### config.mk
export PLATFORM = sky130hd
export DESIGN_NAME = tmr_timer8
export DESIGN_NICKNAME = d
export VERILOG_FILES = /design/src/include/tmr_pkg.sv /design/src/rtl/tmr_sync2.sv /design/src/rtl/tmr_tick_sel.sv /design/src/rtl/tmr_timer8.sv
export SDC_FILE = /design/constraint.sdc
export NUM_CORES = 1
export LEC_CHECK = 0
export BUFFER_PORTS_ARGS = -buffer_cell sky130_fd_sc_hd__buf_2
export CAP_MARGIN = 20
export CORE_MARGIN = 5
export CORE_UTILIZATION = 35
export CTS_BUF_LIST = sky130_fd_sc_hd__clkbuf_2 sky130_fd_sc_hd__clkbuf_4 sky130_fd_sc_hd__clkbuf_8
export CTS_CLUSTER_DIAMETER = 60
export DETAILED_ROUTE_END_ITERATION = 8
export GPL_TIMING_DRIVEN = 0
export PLACE_DENSITY = 0.69
export SLEW_MARGIN = 20
export SYNTH_ARGS = -nofsm -noshare
export SYNTH_HDL_FRONTEND = slang
export SYNTH_SLANG_ARGS = --single-unit
### constraint.sdc
create_clock -name clk -period 2.16 [get_ports clk]
set_clock_uncertainty 0.1 [all_clocks]
set_input_delay 0 -clock clk [delete_from_list [all_inputs] [get_ports clk]]
set_output_delay 0 -clock clk [all_outputs]
set_load 0.01 [all_outputs]
### src/include/tmr_pkg.sv
// package for the 8-bit single compare timer: map, fields, types
package tmr_pkg;
	// register byte addresses on the wishbone bus
	localparam logic [3:0] ADDR_CTRL    = 4'h0; // mode, compare action, source
	localparam logic [3:0] ADDR_COUNT   = 4'h4; // counter value
	localparam logic [3:0] ADDR_COMPARE = 4'h8; // compare value
	localparam logic [3:0] ADDR_FLAG    = 4'hc; // timer flag register
	localparam logic [4:0] ADDR_MASK    = 5'h10; // timer mask register
	localparam logic [4:0] ADDR_FORCE   = 5'h14; // force compare strobe
	localparam int         ADDR_W       = 5;

	// field positions
	localparam int CTRL_CS_LSB  = 0; // clock select, 3 bits
	localparam int CTRL_WGM_LSB = 3; // waveform mode, 2 bits
	localparam int CTRL_COM_LSB = 5; // compare output action, 2 bits
	localparam int FLAG_OVF     = 0; // overflow flag bit
	localparam int FLAG_CMP     = 1; // compare flag bit

	// count limits
	localparam logic [7:0] CNT_BOTTOM = 8'h00;
	localparam logic [7:0] CNT_MAX    = 8'hff;
	localparam logic [7:0] RST_BYTE   = 8'h00;

	// prescaler width
	localparam int PRESC_W = 10;

	// clock select codes
	typedef enum logic [2:0] {
		CS_STOP   = 3'h0,
		CS_DIV1   = 3'h1,
		CS_DIV8   = 3'h2,
		CS_DIV64  = 3'h3,
		CS_DIV256 = 3'h4,
		CS_DIV1K  = 3'h5,
		CS_EXTF   = 3'h6,
		CS_EXTR   = 3'h7
	} tmr_cs_t;

	// waveform generation modes
	typedef enum logic [1:0] {
		WGM_NORMAL = 2'h0,
		WGM_PHASE  = 2'h1,
		WGM_CLRMAT = 2'h2,
		WGM_FAST   = 2'h3
	} tmr_wgm_t;

	// control register layout
	typedef struct packed {
		logic [1:0] com;
		tmr_wgm_t   wgm;
		tmr_cs_t    cs;
	} tmr_ctrl_t;

	// classic wishbone request bundle
	typedef struct packed {
		logic              cyc;
		logic              stb;
		logic              we;
		logic [3:0]        sel;
		logic [ADDR_W-1:0] adr;
		logic [31:0]       dat;
	} tmr_wb_req_t;
endpackage

### src/rtl/tmr_sync2.sv
// two flop synchroniser for the external count pin
`timescale 1ns/1ps
module tmr_sync2 (
	input  wire logic clk,
	input  wire logic rst,
	input  wire logic din,
	output logic      dout
);
	logic meta_q; // first stage, read only by the second

	// plain two stage crossing
	always_ff @(posedge clk or posedge rst) begin
		if (rst) begin
			meta_q <= 1'b0;
			dout   <= 1'b0;
		end else begin
			meta_q <= din;
			dout   <= meta_q;
		end
	end
endmodule // tmr_sync2

### src/rtl/tmr_tick_sel.sv
// clock select: prescaler taps and external edge into one tick
`timescale 1ns/1ps
module tmr_tick_sel
	import tmr_pkg::*;
#(
	parameter int PW = PRESC_W
) (
	input  wire logic    clk,
	input  wire logic    rst,
	input  wire tmr_cs_t cs,
	input  wire logic    extSync,
	output logic         tick
);
	logic [PW-1:0] presc_q; // free running prescaler
	logic          extPrev_q; // last synchronised pin level
	logic          tapHit; // selected prescaler tap reached
	logic          rise;
	logic          fall;

	// prescaler runs always; the 10-bit counter gives div 1024
	always_ff @(posedge clk or posedge rst) begin
		if (rst) presc_q <= '0;
		else     presc_q <= presc_q + 1'b1;
	end

	// edge history of the already synchronised pin
	always_ff @(posedge clk or posedge rst) begin
		if (rst) extPrev_q <= 1'b0;
		else     extPrev_q <= extSync;
	end

	assign rise = extSync & ~extPrev_q;
	assign fall = ~extSync & extPrev_q;

	// tap decode: a division hits when the low bits are all ones, just before they wrap
	always_comb begin
		unique case (cs)
			CS_DIV8:   tapHit = (presc_q[2:0] == 3'h7);
			CS_DIV64:  tapHit = (presc_q[5:0] == 6'h3f);
			CS_DIV256: tapHit = (presc_q[7:0] == 8'hff);
			CS_DIV1K:  tapHit = (presc_q == '1);
			default:   tapHit = 1'b1;
		endcase
	end

	// source and edge choice; stop yields no tick at all
	always_comb begin
		unique case (cs)
			CS_STOP: tick = 1'b0;
			CS_EXTF: tick = fall;
			CS_EXTR: tick = rise;
			default: tick = tapHit;
		endcase
	end

	a_stop_no_tick: assert property (@(posedge clk) disable iff (rst)
		(cs == CS_STOP) |-> !tick)
		else $error("tick while clock select is stop");
	a_ext_rise_tick: assert property (@(posedge clk) disable iff (rst)
		(cs == CS_EXTR && tick) |-> (extSync && !$past(extSync)))
		else $error("rising tick without rising pin");
endmodule // tmr_tick_sel

### src/rtl/tmr_timer8.sv
// 8-bit timer with one compare unit, wishbone register slave
//
// Decided for this implementation: the register addresses and the Wishbone interface to the registers.
`timescale 1ns/1ps
module tmr_timer8
	import tmr_pkg::*;
#(
	parameter int CW = 8
) (
	input  wire logic              clk,
	input  wire logic              rst,
	input  wire tmr_wb_req_t       wbReq,
	output logic [31:0]            wbDatO,
	output logic                   wbAck,
	input  wire logic              extCountPin,
	output logic                   compareOutPin,
	output logic                   compareOutEn,
	output logic [1:0]             irqReq
);
	tmr_ctrl_t     ctrl_q; // mode, action, source
	logic [CW-1:0] count_q; // counter value
	logic [CW-1:0] cmpBuf_q; // cpu side compare buffer
	logic [CW-1:0] cmpAct_q; // compare value in use
	logic [1:0]    flag_q; // overflow and compare flags
	logic [1:0]    mask_q; // per source enables
	logic          down_q; // phase pwm direction
	logic          block_q; // match blocked after count write
	logic          matchPrev_q; // match seen, flag on next tick
	logic          oc_q; // internal compare output state
	logic          extSync; // synchronised pin
	logic          tick; // timer tick
	logic          wbWr; // accepted write strobe this cycle
	logic          wbRd;
	logic          match; // comparator
	logic          pwmMode;
	logic [CW-1:0] top; // active top
	logic          atTop;
	logic          atBottom;
	logic          ovfEvt;
	logic          cmpEvt;
	logic          forceHit;
	logic          cmpHit; // unblocked match now or since last tick

	// pin crossing then clock select
	tmr_sync2 u_sync (
		.clk (clk),
		.rst (rst),
		.din (extCountPin),
		.dout(extSync)
	);

	tmr_tick_sel #(.PW(PRESC_W)) u_tick (
		.clk    (clk),
		.rst    (rst),
		.cs     (ctrl_q.cs),
		.extSync(extSync),
		.tick   (tick)
	);

	// bus strobes: one access per cycle with ack low, ack next cycle
	assign wbWr = wbReq.cyc & wbReq.stb & wbReq.we & ~wbAck & wbReq.sel[0];
	assign wbRd = wbReq.cyc & wbReq.stb & ~wbReq.we & ~wbAck;

	// mode decode and limits
	assign pwmMode  = (ctrl_q.wgm == WGM_PHASE) || (ctrl_q.wgm == WGM_FAST);
	assign top      = (ctrl_q.wgm == WGM_CLRMAT) ? cmpAct_q : CNT_MAX;
	assign atTop    = (count_q == top);
	assign atBottom = (count_q == CNT_BOTTOM);
	assign match    = (count_q == cmpAct_q);
	assign forceHit = wbWr && (wbReq.adr == ADDR_FORCE) && !pwmMode
		&& wbReq.dat[0];

	// overflow event: max in free modes; phase pwm term needs bottom with down_q set, which is cleared at count 1
	always_comb begin
		unique case (ctrl_q.wgm)
			WGM_PHASE: ovfEvt = tick && atBottom && down_q;
			WGM_CLRMAT: ovfEvt = tick && (count_q == CNT_MAX);
			default:   ovfEvt = tick && (count_q == CNT_MAX);
		endcase
	end

	// a match flagged at the tick that leaves the match value; the live
	// term covers div 1, where the match cycle is itself a tick cycle
	assign cmpHit = matchPrev_q || (match && !block_q);
	assign cmpEvt = tick && cmpHit;

	// control register
	always_ff @(posedge clk or posedge rst) begin
		if (rst) ctrl_q <= '0;
		else if (wbWr && wbReq.adr == {1'b0, ADDR_CTRL})
			ctrl_q <= tmr_ctrl_t'(wbReq.dat[7:0]);
	end

	// counter: cpu write first, then clear, then count
	always_ff @(posedge clk or posedge rst) begin
		if (rst) begin
			count_q <= RST_BYTE;
		end else if (wbWr && wbReq.adr == {1'b0, ADDR_COUNT}) begin
			count_q <= wbReq.dat[CW-1:0];
		end else if (tick) begin
			if (ctrl_q.wgm == WGM_PHASE) begin
				// up to max then down to bottom
				if (down_q) count_q <= count_q - 1'b1;
				else        count_q <= count_q + 1'b1;
			end else if (ctrl_q.wgm == WGM_CLRMAT && atTop) begin
				count_q <= CNT_BOTTOM;
			end else begin
				count_q <= count_q + 1'b1;
			end
		end
	end

	// phase pwm direction turns at max and bottom
	always_ff @(posedge clk or posedge rst) begin
		if (rst) down_q <= 1'b0;
		else if (ctrl_q.wgm != WGM_PHASE) down_q <= 1'b0;
		else if (tick && count_q == CNT_MAX - 8'h01 && !down_q) down_q <= 1'b1;
		else if (tick && count_q == CNT_BOTTOM + 8'h01 && down_q) down_q <= 1'b0;
	end

	// compare buffer and the value in use
	always_ff @(posedge clk or posedge rst) begin
		if (rst) begin
			cmpBuf_q <= RST_BYTE;
			cmpAct_q <= RST_BYTE;
		end else begin
			if (wbWr && wbReq.adr == {1'b0, ADDR_COMPARE})
				cmpBuf_q <= wbReq.dat[CW-1:0];
			if (!pwmMode) begin
				// direct path so writes act at once
				if (wbWr && wbReq.adr == {1'b0, ADDR_COMPARE})
					cmpAct_q <= wbReq.dat[CW-1:0];
			end else if (tick && ((ctrl_q.wgm == WGM_FAST && atTop) ||
					(ctrl_q.wgm == WGM_PHASE && count_q == CNT_MAX))) begin
				// update only at top: no odd length pulses
				cmpAct_q <= cmpBuf_q;
			end
		end
	end

	// a count write blocks the match for the next timer tick
	always_ff @(posedge clk or posedge rst) begin
		if (rst) block_q <= 1'b0;
		else if (wbWr && wbReq.adr == {1'b0, ADDR_COUNT}) block_q <= 1'b1;
		else if (tick) block_q <= 1'b0;
	end

	// remember match seen between ticks
	always_ff @(posedge clk or posedge rst) begin
		if (rst) matchPrev_q <= 1'b0;
		else if (tick) matchPrev_q <= 1'b0;
		else if (match && !block_q) matchPrev_q <= 1'b1;
	end

	// flags: hardware set wins over write one to clear
	always_ff @(posedge clk or posedge rst) begin
		if (rst) begin
			flag_q <= 2'h0;
		end else begin
			for (int i = 0; i < 2; i++) begin
				if ((i == FLAG_OVF && ovfEvt) || (i == FLAG_CMP && cmpEvt))
					flag_q[i] <= 1'b1;
				else if (wbWr && wbReq.adr == ADDR_FLAG && wbReq.dat[i])
					flag_q[i] <= 1'b0;
			end
		end
	end

	// mask register
	always_ff @(posedge clk or posedge rst) begin
		if (rst) mask_q <= 2'h0;
		else if (wbWr && wbReq.adr == ADDR_MASK) mask_q <= wbReq.dat[1:0];
	end

	// masked requests, registered
	always_ff @(posedge clk or posedge rst) begin
		if (rst) irqReq <= 2'h0;
		else     irqReq <= flag_q & mask_q;
	end

	// waveform generator on the compare result
	always_ff @(posedge clk or posedge rst) begin
		if (rst) begin
			oc_q <= 1'b0;
		end else if (forceHit || (cmpEvt && !pwmMode)) begin
			// non pwm: toggle, clear or set on match
			unique case (ctrl_q.com)
				2'h1:    oc_q <= ~oc_q;
				2'h2:    oc_q <= 1'b0;
				2'h3:    oc_q <= 1'b1;
				default: oc_q <= oc_q;
			endcase
		end else if (pwmMode && tick && ctrl_q.com[1]) begin
			// pwm: output follows count below compare
			if (ctrl_q.wgm == WGM_FAST && atTop)
				oc_q <= ~ctrl_q.com[0];
			else if (cmpHit)
				oc_q <= (ctrl_q.wgm == WGM_PHASE) ?
					(ctrl_q.com[0] ^ down_q) : ctrl_q.com[0];
		end
	end

	// pin drive from the registered output state
	always_ff @(posedge clk or posedge rst) begin
		if (rst) begin
			compareOutPin <= 1'b0;
			compareOutEn  <= 1'b0;
		end else begin
			compareOutPin <= oc_q;
			compareOutEn  <= (ctrl_q.com != 2'h0);
		end
	end

	// bus answer: one cycle ack, zero for unmapped reads
	always_ff @(posedge clk or posedge rst) begin
		if (rst) begin
			wbAck  <= 1'b0;
			wbDatO <= '0;
		end else begin
			wbAck <= wbReq.cyc & wbReq.stb & ~wbAck;
			if (wbRd) begin
				unique case (wbReq.adr)
					{1'b0, ADDR_CTRL}:    wbDatO <= {24'h0, ctrl_q};
					{1'b0, ADDR_COUNT}:   wbDatO <= {24'h0, count_q};
					{1'b0, ADDR_COMPARE}: wbDatO <= {24'h0, cmpBuf_q};
					{1'b0, ADDR_FLAG}:    wbDatO <= {30'h0, flag_q};
					ADDR_MASK:            wbDatO <= {30'h0, mask_q};
					default:              wbDatO <= '0;
				endcase
			end
		end
	end

	a_flag_set_wins: assert property (@(posedge clk) disable iff (rst)
		cmpEvt |=> flag_q[FLAG_CMP])
		else $error("compare flag missed its event");
	a_flag_w1c: assert property (@(posedge clk) disable iff (rst)
		(wbWr && wbReq.adr == ADDR_FLAG && wbReq.dat[FLAG_CMP] && !cmpEvt)
		|=> !flag_q[FLAG_CMP])
		else $error("compare flag not cleared by write one");
	a_cnt_write_prio: assert property (@(posedge clk) disable iff (rst)
		(wbWr && wbReq.adr == {1'b0, ADDR_COUNT})
		|=> count_q == $past(wbReq.dat[7:0]))
		else $error("count write lost");
	a_stop_hold: assert property (@(posedge clk) disable iff (rst)
		(ctrl_q.cs == CS_STOP && !wbWr) |=> $stable(count_q))
		else $error("counter moved while stopped");
	a_clr_match: assert property (@(posedge clk) disable iff (rst)
		(ctrl_q.wgm == WGM_CLRMAT && tick && atTop && !wbWr)
		|=> count_q == CNT_BOTTOM)
		else $error("no reload on match");
	a_direct_cmp: assert property (@(posedge clk) disable iff (rst)
		(!pwmMode && wbWr && wbReq.adr == {1'b0, ADDR_COMPARE})
		|=> cmpAct_q == $past(wbReq.dat[7:0]))
		else $error("compare not direct outside pwm");
	a_buf_hold: assert property (@(posedge clk) disable iff (rst)
		(pwmMode && !tick && $past(pwmMode)) |=> $stable(cmpAct_q))
		else $error("compare in use changed off top");
	a_irq_gate: assert property (@(posedge clk) disable iff (rst)
		irqReq == $past(flag_q & mask_q))
		else $error("request not gated by mask");
	a_ovf_max: assert property (@(posedge clk) disable iff (rst)
		(ctrl_q.wgm == WGM_NORMAL && tick && count_q == CNT_MAX && !wbWr)
		|=> flag_q[FLAG_OVF] && count_q == CNT_BOTTOM)
		else $error("overflow at max not flagged");
endmodule // tmr_timer8

After elaboration in Yosys (flattened, before gate mapping). Index checks and enable logic that the tools add are counted.

Register bits after elaboration: 89. Bits of input ports: 47. Output and inout bits: 37.

$add $sub $neg: 3. Equal/unequal tests: 29. Muxes and demuxes: 30. Bitwise operators: 17. Reductions and logical operators: 47.

Operator list (number): 8-bit 2-to-1 mux (9); 8-bit one-hot mux with 5 select lines (1); 1-bit logical AND (26); 8-bit equality test, second input constant (3); 1-bit 2-to-1 mux (17); 8-bit equality test (2); 3-bit equality test, second input constant (5); 2-bit nonzero test (7); 10-bit by 1-bit adder with 10-bit output, second input constant (1); 10-bit equality test, second input constant (1); 5-bit by 4-bit equality test with 1-bit output, second input constant (2); 5-bit equality test, second input constant (2); 1-bit AND (9); 8-bit by 1-bit adder with 8-bit output, second input constant (1); 2-bit equality test, second input constant (4); 8-bit by 1-bit equality test with 1-bit output, second input constant (1); 8-bit zero test (1); 8-bit by 1-bit subtractor with 8-bit output, second input constant (1); 3-bit by 2-bit equality test with 1-bit output, second input constant (2); 6-bit equality test, second input constant (1); 1-bit NOT (6); 1-bit one-hot mux with 3 select lines (2); 3-bit nonzero test (2); 5-bit by 3-bit equality test with 1-bit output, second input constant (1); 12 further kinds (19).

Longest topological paths before layout. Gate-level depths: netlist of the first run.

Depth after elaboration: 10. Mapped depth: 10.

Hierarchy. A second synthesis of the first run with hierarchy kept.

Cell total of the unflattened synthesis: 346. Area total of the unflattened synthesis: 3676.0 um^2.

Modules (own cells, without submodules): tmr_timer8 (instances 1, cells an instance 299, area an instance 3109.2 um^2, sequential area each 1301.2 um^2); tmr_tick_sel (instances 1, cells an instance 44, area an instance 513.0 um^2, sequential area each 275.3 um^2); tmr_sync2 (instances 1, cells an instance 3, area an instance 53.8 um^2, sequential area each 50.0 um^2).

Least setup slack after synthesis of the first run. OpenSTA, ideal clock, no wires.

Path type: reg-to-reg. Start point: register count_q[7]. End point: register cmpAct_q[1]. Data arrival time: 2.209 ns. Required time: 1.987 ns. Path slack: -0.222 ns. Stages on the path, launching flop included: 10. Clock period less this slack: 2.382 ns. Cells stage by stage: dfrtp_1 > buf_6 > nor2b_4 > o41a_1 > a2111oi_4 > and3_1 > o211ai_4 > and2_1 > buf_6 > a21oi_2.

Cells in the longest elaborated chain, start to end: 6. Elaborated cells between the ends (all ways): 8. Classes of those cells: 3 x eq/ne; 5 x reduce/logical.

RTL lines: start: declaration (RTL line tmr_timer8.sv:21) `logic [CW-1:0] count_q;`; start signal: assignment (RTL line tmr_timer8.sv:99) `count_q <= wbReq.dat[CW-1:0];`; start signal: assignment (RTL line tmr_timer8.sv:103) `if (down_q) count_q <= count_q - 1'b1;`; start signal: assignment (RTL line tmr_timer8.sv:104) `else count_q <= count_q + 1'b1;`; 8-bit equality test, on equally long branches (RTL line tmr_timer8.sv:67, tmr_timer8.sv:134); 1-bit logical AND, on equally long branches (RTL line tmr_timer8.sv:133, tmr_timer8.sv:134); 1-bit logical OR * (RTL line tmr_timer8.sv:133) `end else if (tick && ((ctrl_q.wgm == WGM_FAST && atTop) ||`; 1-bit logical AND * (RTL line tmr_timer8.sv:133); 2-bit by 1-bit != test with 1-bit output (no source line) *; 2-bit AND reduction (no source line) *; end signal: assignment (RTL line tmr_timer8.sv:132) `cmpAct_q <= wbReq.dat[CW-1:0];`; end signal: assignment (RTL line tmr_timer8.sv:136) `cmpAct_q <= cmpBuf_q;`; end: declaration (RTL line tmr_timer8.sv:23) `logic [CW-1:0] cmpAct_q;`.

Every way passes the cells marked *; elsewhere a longest branch is shown, timed or not. A chain may end at the register's enable or synchronous reset.

Final worst setup path of the first run.
Start point: register count_q[6]. End point: register oc_q.

Cells in the longest elaborated chain, start to end: 8. Elaborated cells between the ends (all ways): 15. Classes of those cells: 3 x eq/ne; 3 x mux; 9 x reduce/logical.

RTL lines: 8-bit equality test (RTL line tmr_timer8.sv:69) `assign match = (count_q == cmpAct_q);`; 1-bit logical AND (RTL line tmr_timer8.sv:84) `assign cmpHit = matchPrev_q || (match && !block_q);`; 1-bit logical OR (RTL line tmr_timer8.sv:84); 1-bit logical AND (RTL line tmr_timer8.sv:85) `assign cmpEvt = tick && cmpHit;`; 1-bit logical AND (RTL line tmr_timer8.sv:185) `end else if (forceHit || (cmpEvt && !pwmMode)) begin`; 1-bit logical OR (RTL line tmr_timer8.sv:185); 4-bit by 1-bit != test with 1-bit output (no source line) (tied with other cells); 3-bit AND reduction (no source line); end signal: assignment (RTL line tmr_timer8.sv:188) `2'h1: oc_q <= ~oc_q;`; end signal: assignment (RTL line tmr_timer8.sv:191) `default: oc_q <= oc_q;`; end signal: assignment (RTL line tmr_timer8.sv:196) `oc_q <= ~ctrl_q.com[0];`; end: declaration (RTL line tmr_timer8.sv:29) `logic oc_q;`.

Several ways; a longest one is shown, not always the timed one. The select of a mux whose other input is x is not followed.

==> impl_summary.txt, run 1 <==
----------------------------------------------------
[Status]
  Result of the run ... finished, violations left
  Violated checks ... setup timing

[Route]
  Detailed Route WL ... 9850 um
  Number of optimization iterations in the first detailed-route pass ... 6
  Vias after detailed routing ... 3088
  Number of design rule violations left after detail routing ... 0
  Number of antenna-violating nets in the routed design ... 0
  Routed wire per std cell ... between 15 and 20 um
  Vias per cell ... 5.21
  Number of DRC markers in iteration 0 ... between 200 and 250

[Floorplanning]
  Die outline area ... around 12000 sq um
  Initial standard-cell utilization of the core ... 0.354
  Boundary pin count ... 84
  Placeable core region ... 10200 sq um
  X dimension of the die ... 112 um
  # rows ... 37
  Height of the die ... about 110 um

[Clock network]
  Clk Tree Root Cell ... sky130_fd_sc_hd__clkbuf_8
  Reg clk slew, reported paths ... approximately 0.070 ns
  Maximum count of clock buffers along a single path ... 2
  H-tree depth ... 3
  Inserted Clock Buffers ... 9
  Num Clock Sinks ... 65
  Clk Latency, worst-skew pair ... 0.34 ns
  CTS tree ... done

[Worst hold path]
  Min-delay src ... wbReq[35]
  Class of the tightest hold or removal check ... input port to flip-flop

[Yosys]
  Count of distinct cell types in the synthesized netlist ... 59
  Commonest cells in the netlist ... 65 x sky130_fd_sc_hd__dfrtp_1, 35 x sky130_fd_sc_hd__nand2_1, 25 x sky130_fd_sc_hd__buf_4
  Cell Area, Synth ... 3610 sq um
  Cell count after synthesis ... 366
  Flops & latches, synth ... 65
  Top FF cell, synth ... sky130_fd_sc_hd__dfrtp_1
  Top cells by area in the synthesized netlist ... sky130_fd_sc_hd__dfrtp_1 45%, sky130_fd_sc_hd__buf_4 5.2%, sky130_fd_sc_hd__mux2_2 4.4%, sky130_fd_sc_hd__nand2_1 3.6%, sky130_fd_sc_hd__o21ai_0 2.8%
  Area fraction of the dominant cell type after synthesis ... 0.451
  Yosys warning total ... 0
  Sequential element share of the synthesized area ... 0.451
  Number of synthesized flops with an enable pin ... 0
  Post-synthesis cell type with the largest combined area ... sky130_fd_sc_hd__dfrtp_1
  Ys async rst share ... 1.00
  Mean Syn Cell Area ... about 9.9 sq um
  Most used standard cell by instance count after synthesis ... sky130_fd_sc_hd__dfrtp_1

[Final layout]
  Sequential cell area in the final layout ... 1630 sq um
  Area taken by multi-input logic gates ... between 1500 and 2000 sq um
  Diodes inserted ... 0
  Signed area change from the synthesized netlist to the final layout ... 30.0%
  Non-filler instance count after layout ... between 500 and 600
  Final-stage net count ... roughly 500
  Share of final-layout standard cells stronger than drive strength 1 ... 0.319
  Fill cells ... 954

[GRT]
  Wire length of the first global-routing pass ... approximately 15000 um
  Via count of the first global-routing pass ... between 3000 and 4000
  Number of antenna violations at the first check in global routing ... 0
  All-Layer GR Usage ... 0.154
  Grt total ovfl ... 0
  Maximum number of pins on one net before global-route repair ... just under 50

[Worst setup path]
  Worst EP arrival ... 2.43 ns
  Crit Path Category ... flip-flop to flip-flop
  Launching instance or port of the critical path ... count_q[6]
  Critical Path Source Type ... flip-flop
  Critical Path Sink Type ... flip-flop
  Largest fanout on the critical path ... 3
  Beginning of the worst register-to-register path ... count_q[6]
  Required time at the endpoint of the critical path ... roughly 2.3 ns

[STA]
  Maximum clock frequency ... ~430 MHz
  Max Slew Vio Count ... 0
  Post-layout minimum cycle time ... 2.32 ns
  Transition time of the tightest slew-check pin ... about 0.65 ns
  Number of setup violations in the final report ... 16
  RSZ-0062 raised after global routing ... true
  Worst setup slack after layout ... -0.162 ns
  Part of the cycle the worst path needs ... 1.07
  Final number of hold-violating endpoints ... 0
  Worst-case headroom to the max-slew limit ... 0.569

[Place]
  Pre-CTS worst setup slack ... -0.418 ns
  # port buffers ... 31
  Placer congestion estimate ... 0.906
  Number of placed cells counting well taps ... 557
  Post-detail-place hpwl ... around 6700 um

[Flow run]
  Count of maximum capacitance violations ... 0

[Pwr]
  PwrDens ... 796 nW/um^2
  Leakage ... about 2.1 nW
  Maximum ir drop on the vdd rail ... ~0.3 mV
  Total power after layout ... roughly 3.7 mW

----------------------------------------------------
==> layout by cell type (no fill, tap or decap), drive strengths merged, types with 2 or more instances in the layout <==
cell type / count
clkinv: 3
mux2i: 3
a222oi: 5
xor2: 3
nand2: 35
and2: 7
nand4: 5
o2111ai: 2
a21o: 2
mux2: 14
o211ai: 4
a21oi: 17
and4: 3
o21ai: 22
a2111oi: 2
nor2b: 7
ha: 7
nand2b: 6
nor2: 17
conb: 24
or3: 3
and3b: 2
dfrtp: 65
dlygate4sd3: 15
xnor2: 6
clkbuf: 20
o41ai: 2
a31oi: 5
o22ai: 8
inv: 19
or2: 3
and3: 6
o22a: 5
o31ai: 3
nand3: 11
a22oi: 3
buf: 67
nor3: 6
a211o: 2
o21a: 3
==> worst max-delay path, cell delays in order (launching register included) <==
cell	delay, ns
sky130_fd_sc_hd__dfrtp_2	0.41
sky130_fd_sc_hd__nor2b_1	0.18
sky130_fd_sc_hd__or3_4	0.39
sky130_fd_sc_hd__a2111oi_4	0.34
sky130_fd_sc_hd__buf_4	0.20
sky130_fd_sc_hd__buf_6	0.12
sky130_fd_sc_hd__nand2_4	0.05
sky130_fd_sc_hd__a21oi_4	0.14
sky130_fd_sc_hd__o21a_1	0.16
sky130_fd_sc_hd__o311ai_1	0.10
==> sequential cells by signal, indices dropped and copies added, names as in the netlist, 2 cells and up <==
name and flops:
wbDatO 8, mask_q 2, ctrl_q 7, cmpAct_q 8, count_q 8, flag_q 2
u_tick.presc_q 10, irqReq 2, cmpBuf_q 8
==> routing by layer <==
metal | routed length, um | share of wire | GRT usage | up-vias
met1 | 4300 | 0.44 | 0.201 | 1513
li1 | - | - | - | 1446
met3 | 669 | 0.068 | 0.0522 | 14
met2 | 4730 | 0.48 | 0.244 | 115
met5 | 0 | 0 | 0 | -
met4 | 151 | 0.015 | 0.0446 | 0
==> per-stage QoR <==
stage / TNS, ns / area, sq um / util / hold slack (ns)
floorplan: -1.21 / 3710 / - / -0.0686
global placement: -31.83 / 4040 / 0.396 / 0.0139
detailed placement: -8.28 / 4070 / 0.399 / -0.144
CTS: -3.24 / 4560 / 0.447 / 0.0143
global route: -3.09 / 4690 / 0.460 / 0.0406
finish: -1.54 / 4690 / 0.460 / 0.0294
==> final cells by class <==
cell class	count	share of cell area
buffer	34	0.0491
clock inverter	4	0.00961
tap	136	0.0363
sequential	65	0.347
multi-input combinational	267	0.420
timing repair buffer	57	0.0920
inverter	19	0.0157
clock buffer	11	0.0296
==> power by group <==
group / internal, mW / total (mW) / switching [mW] / leakage [nW]
logic: 0.476 / 1.15 / 0.677 / 1.21
registers: 1.37 / 1.56 / 0.192 / 0.811
clock network: 0.547 / 1.02 / 0.475 / 0.0998
total: 2.39 / 3.73 / 1.34 / 2.12
==> final timing paths <==
| check | endpoint | slack [ns] | cells after the start |
|---|---|---|---|
| setup / recovery | oc_q | -0.16 | 9 |
| hold / removal | mask_q[1] | 0.03 | 4 |
| setup reg to reg | oc_q | -0.16 | 9 |
| hold reg to reg | u_sync.dout | 0.25 | 0 |
| max in group asynchronous | ctrl_q[4] | 1.38 | 4 |
| min in group asynchronous | wbAck | 0.05 | 3 |
==> repair_timing <==
action / CTS / global route
hold endpoints to repair: 102 / 0
endpoints found under the setup margin: 28 / 29
setup buffers: 8 / 2
hold buffers: 15 / 0
gates cloned: 0 / 0
resized for setup: 24 / 30
pin swaps: 9 / 5
==> cell families after synthesis <==
group / synth area share
and+or+nand+nor: 0.164
AOI/OAI and AO/OA: 0.195
DFF: 0.451
buffers and inverters: 0.0899
muxes: 0.0520
xor gates and xnor gates: 0.0219
adders and majority gates: 0.0243
other: 0.00104
(Power assumes the default switching activity.)
==> run 2, diff against run 1 <==
Settings changed: PLACE_DENSITY 0.69 to not set, RECOVER_POWER set to 25.
==> impl_summary.txt, run 2 (synthesized netlist as in run 1, its figures left out) <==
----------------------------------------------------
[Final layout]
  Final-stage net count ... 508 (+0.20%)
  Share of final-layout standard cells stronger than drive strength 1 ... 0.345 (+0.0255)
  Diodes inserted ... 0 (unchanged)
  Number of flip-flops in the largest register ... 10 (unchanged)
  Non-filler instance count after layout ... 594 (+0.17%)
  Most frequent cells in the layout ... 61 x sky130_fd_sc_hd__dfrtp_1, 31 x sky130_fd_sc_hd__buf_2, 30 x sky130_fd_sc_hd__nand2_1
  Signed area change from the synthesized netlist to the final layout ... 31.5%
  Most common cell after layout, fill and taps aside ... sky130_fd_sc_hd__dfrtp_1
  Register containing the most flip-flops in the final layout ... u_tick.presc_q

[Floorplanning]
  Initial standard-cell utilization of the core ... 0.354 (unchanged)
  Die outline area ... 12400 sq um (unchanged)
  Boundary pin count ... 84 (unchanged)
  Height of the die ... 112 um (unchanged)
  Placeable core region ... 10200 sq um (unchanged)
  X dimension of the die ... 112 um (unchanged)
  # rows ... 37 (unchanged)

[Worst setup path]
  Worst r2r dst ... cmpAct_q[0]
  Critical Path Sink Type ... flip-flop
  Crit Path Category ... flip-flop to flip-flop
  Worst EP arrival ... 2.46 ns (+0.03 ns)
  Required time at the endpoint of the critical path ... 2.28 ns (about the same)
  Critical Path Source Type ... flip-flop
  Beginning of the worst register-to-register path ... count_q[6]
  Largest fanout on the critical path ... 5 (+2)
  R2R setup slack ... -0.18 ns (-0.02 ns)
  Depth of the most critical reg-to-reg path ... 8 (-1)

[Clock network]
  H-tree depth ... 3 (unchanged)
  CTS tree ... done
  Inserted Clock Buffers ... 9 (unchanged)
  Clk Tree Root Cell ... sky130_fd_sc_hd__clkbuf_8
  Clk Latency, worst-skew pair ... 0.35 ns (about the same)
  Maximum count of clock buffers along a single path ... 2 (unchanged)
  Num Clock Sinks ... 65 (unchanged)
  Reg clk slew, reported paths ... 0.08 ns (about the same)

[Worst hold path]
  Sink of the worst hold path ... mask_q[1]
  Class of the tightest hold or removal check ... input port to flip-flop
  Min-delay src ... wbReq[35]
  Hold Path Stages ... 4 (unchanged)

[Route]
  Vias per cell ... 5.18 (-0.59%)
  Number of design rule violations left after detail routing ... 0 (unchanged)
  Number of DRC markers in iteration 0 ... 214 (-4.0%)
  Routed wire per std cell ... 16.9 um (+1.7%)
  Detailed Route WL ... 10000 um (+1.9%)
  Number of optimization iterations in the first detailed-route pass ... 5 (-1)
  Vias after detailed routing ... 3075 (-0.42%)
  Number of antenna-violating nets in the routed design ... 0 (unchanged)

[Place]
  Placer congestion estimate ... 0.941 (+3.8%)
  Pre-CTS worst setup slack ... -0.430 ns (-0.0115 ns)
  Number of placed cells counting well taps ... 557 (unchanged)
  Post-detail-place hpwl ... 6850 um (+2.1%)
  # port buffers ... 31 (unchanged)

[Pwr]
  Internal power of the cells ... 2.47 mW (+3.2%)
  Leakage ... 2.11 nW (-0.32%)
  Maximum ir drop on the vdd rail ... 0.307 mV (+5.0%)
  Switching share of total power ... 0.356 (-0.00430)
  Register share of total power ... 0.411 (-0.006)
  Reported net switching power ... 1.36 mW (+1.3%)
  PwrDens ... 807 nW/um^2 (+1.4%)
  Gate power share ... 0.308 (about the same)
  Clock Power Share ... 0.281 (+0.007)

[Status]
  Violated checks ... setup timing
  Result of the run ... finished, violations left

[Flow run]
  Count of maximum capacitance violations ... 0 (unchanged)

[STA]
  Worst setup slack after layout ... -0.179 ns (-0.0168 ns)
  Transition time of the tightest slew-check pin ... 1.27 ns (+0.626 ns)
  Worst-case headroom to the max-slew limit ... 0.151 (-0.417)
  Final number of hold-violating endpoints ... 0 (unchanged)
  Number of setup violations in the final report ... 16 (unchanged)
  Max Slew Vio Count ... 0 (unchanged)
  Part of the cycle the worst path needs ... 1.08 (+0.00776)
  Post-layout minimum cycle time ... 2.34 ns (+0.0168 ns)
  Maximum clock frequency ... 428 MHz (-0.72%)
  RSZ-0062 raised after global routing ... true

[GRT]
  All-Layer GR Usage ... 0.158 (+0.00369)
  Number of antenna violations at the first check in global routing ... 0 (unchanged)
  Via count of the first global-routing pass ... 2955 (-1.9%)
  Grt total ovfl ... 0 (unchanged)
  Maximum number of pins on one net before global-route repair ... 35 (-29%)
  Wire length of the first global-routing pass ... 15700 um (+1.5%)

----------------------------------------------------
## run 2: cell count changes in the layout (fill, tap and decap cells not counted), sizes merged
cell    change
clkinv      -1
buf         +1
clkbuf      +1
## run 2: final cells by class
| type | instances | area (sq um) |
|---|---|---|
| sequential | 65 | 1630 |
| inverter | 19 | 71.3 |
| fill | 971 | 5440 |
| clock buffer | 12 | 159 |
| clock inverter | 3 | 40.0 |
| tap | 136 | 170 |
| buffer | 34 | 236 |
| multi-input combinational | 267 | 1990 |
| timing repair buffer | 58 | 443 |
## run 2: critical path, cell delays in order, from the launching register on
cell and delay, ns:
sky130_fd_sc_hd__dfrtp_2 0.44, sky130_fd_sc_hd__nor2b_4 0.14, sky130_fd_sc_hd__or3_4 0.37, sky130_fd_sc_hd__a2111oi_4 0.36
sky130_fd_sc_hd__and3_4 0.25, sky130_fd_sc_hd__o211ai_4 0.14, sky130_fd_sc_hd__buf_12 0.17, sky130_fd_sc_hd__mux2i_1 0.13
sky130_fd_sc_hd__o211ai_1 0.09
## run 2: what timing repair did
| item | 4_1_cts | 5_1_grt |
|---|---|---|
| setup buffers | 7 | 4 |
| gates resized for setup | 25 | 45 |
| endpoints found under the hold margin | 102 | 0 |
| pin swaps | 10 | 11 |
| hold buffers | 16 | 0 |
| endpoints found under the setup margin | 30 | 30 |
## run 2: worst max-delay path by stage
stage | cells after the start | to | start
after floorplan | 9 | cmpAct_q[1] | count_q[7]
after global placement | 7 | count_q[2] | count_q[3]
after detailed placement | 7 | count_q[2] | count_q[3]
after CTS | 9 | cmpAct_q[0] | count_q[7]
after global routing | 8 | cmpAct_q[0] | count_q[6]
final | 8 | cmpAct_q[0] | count_q[6]
## run 2: power groups by stage
| stage | Combinational [mW] | Clock (mW) | Sequential, mW |
|---|---|---|---|
| 6_report | 1.18 | 1.07 | 1.57 |
| 5_1_grt | 1.29 | 1.16 | 1.59 |
| 4_1_cts | 1.09 | 1.09 | 1.54 |
| 3_5_place_dp | 0.979 | 0 | 1.57 |
| 3_3_place_gp | 0.962 | 0 | 1.57 |
| 2_1_floorplan | 0.753 | 0 | 1.51 |
## run 2: metrics by stage
step / setup TNS, ns / utilization / instance area [sq um] / power, mW / hold slack, ns
2_1_floorplan: -1.21 / - / 3710 / 2.26 / -0.0686
3_3_place_gp: -35.52 / 0.396 / 4040 / 2.54 / 0.0148
3_5_place_dp: -8.86 / 0.399 / 4060 / 2.55 / -0.0595
4_1_cts: -2.68 / 0.449 / 4570 / 3.72 / 0.0168
5_1_grt: -2.60 / 0.466 / 4740 / 4.03 / 0.0585
6_report: -1.54 / 0.466 / 4740 / 3.83 / 0.00788
## run 2: metal layers
layer,routed length (um),vias to the layer above,global-route usage
li1,-,1448,-
met1,4450,1498,0.216
met2,4780,114,0.252
met3,668,15,0.0337
met4,147,0,0.0462
met5,0,-,0
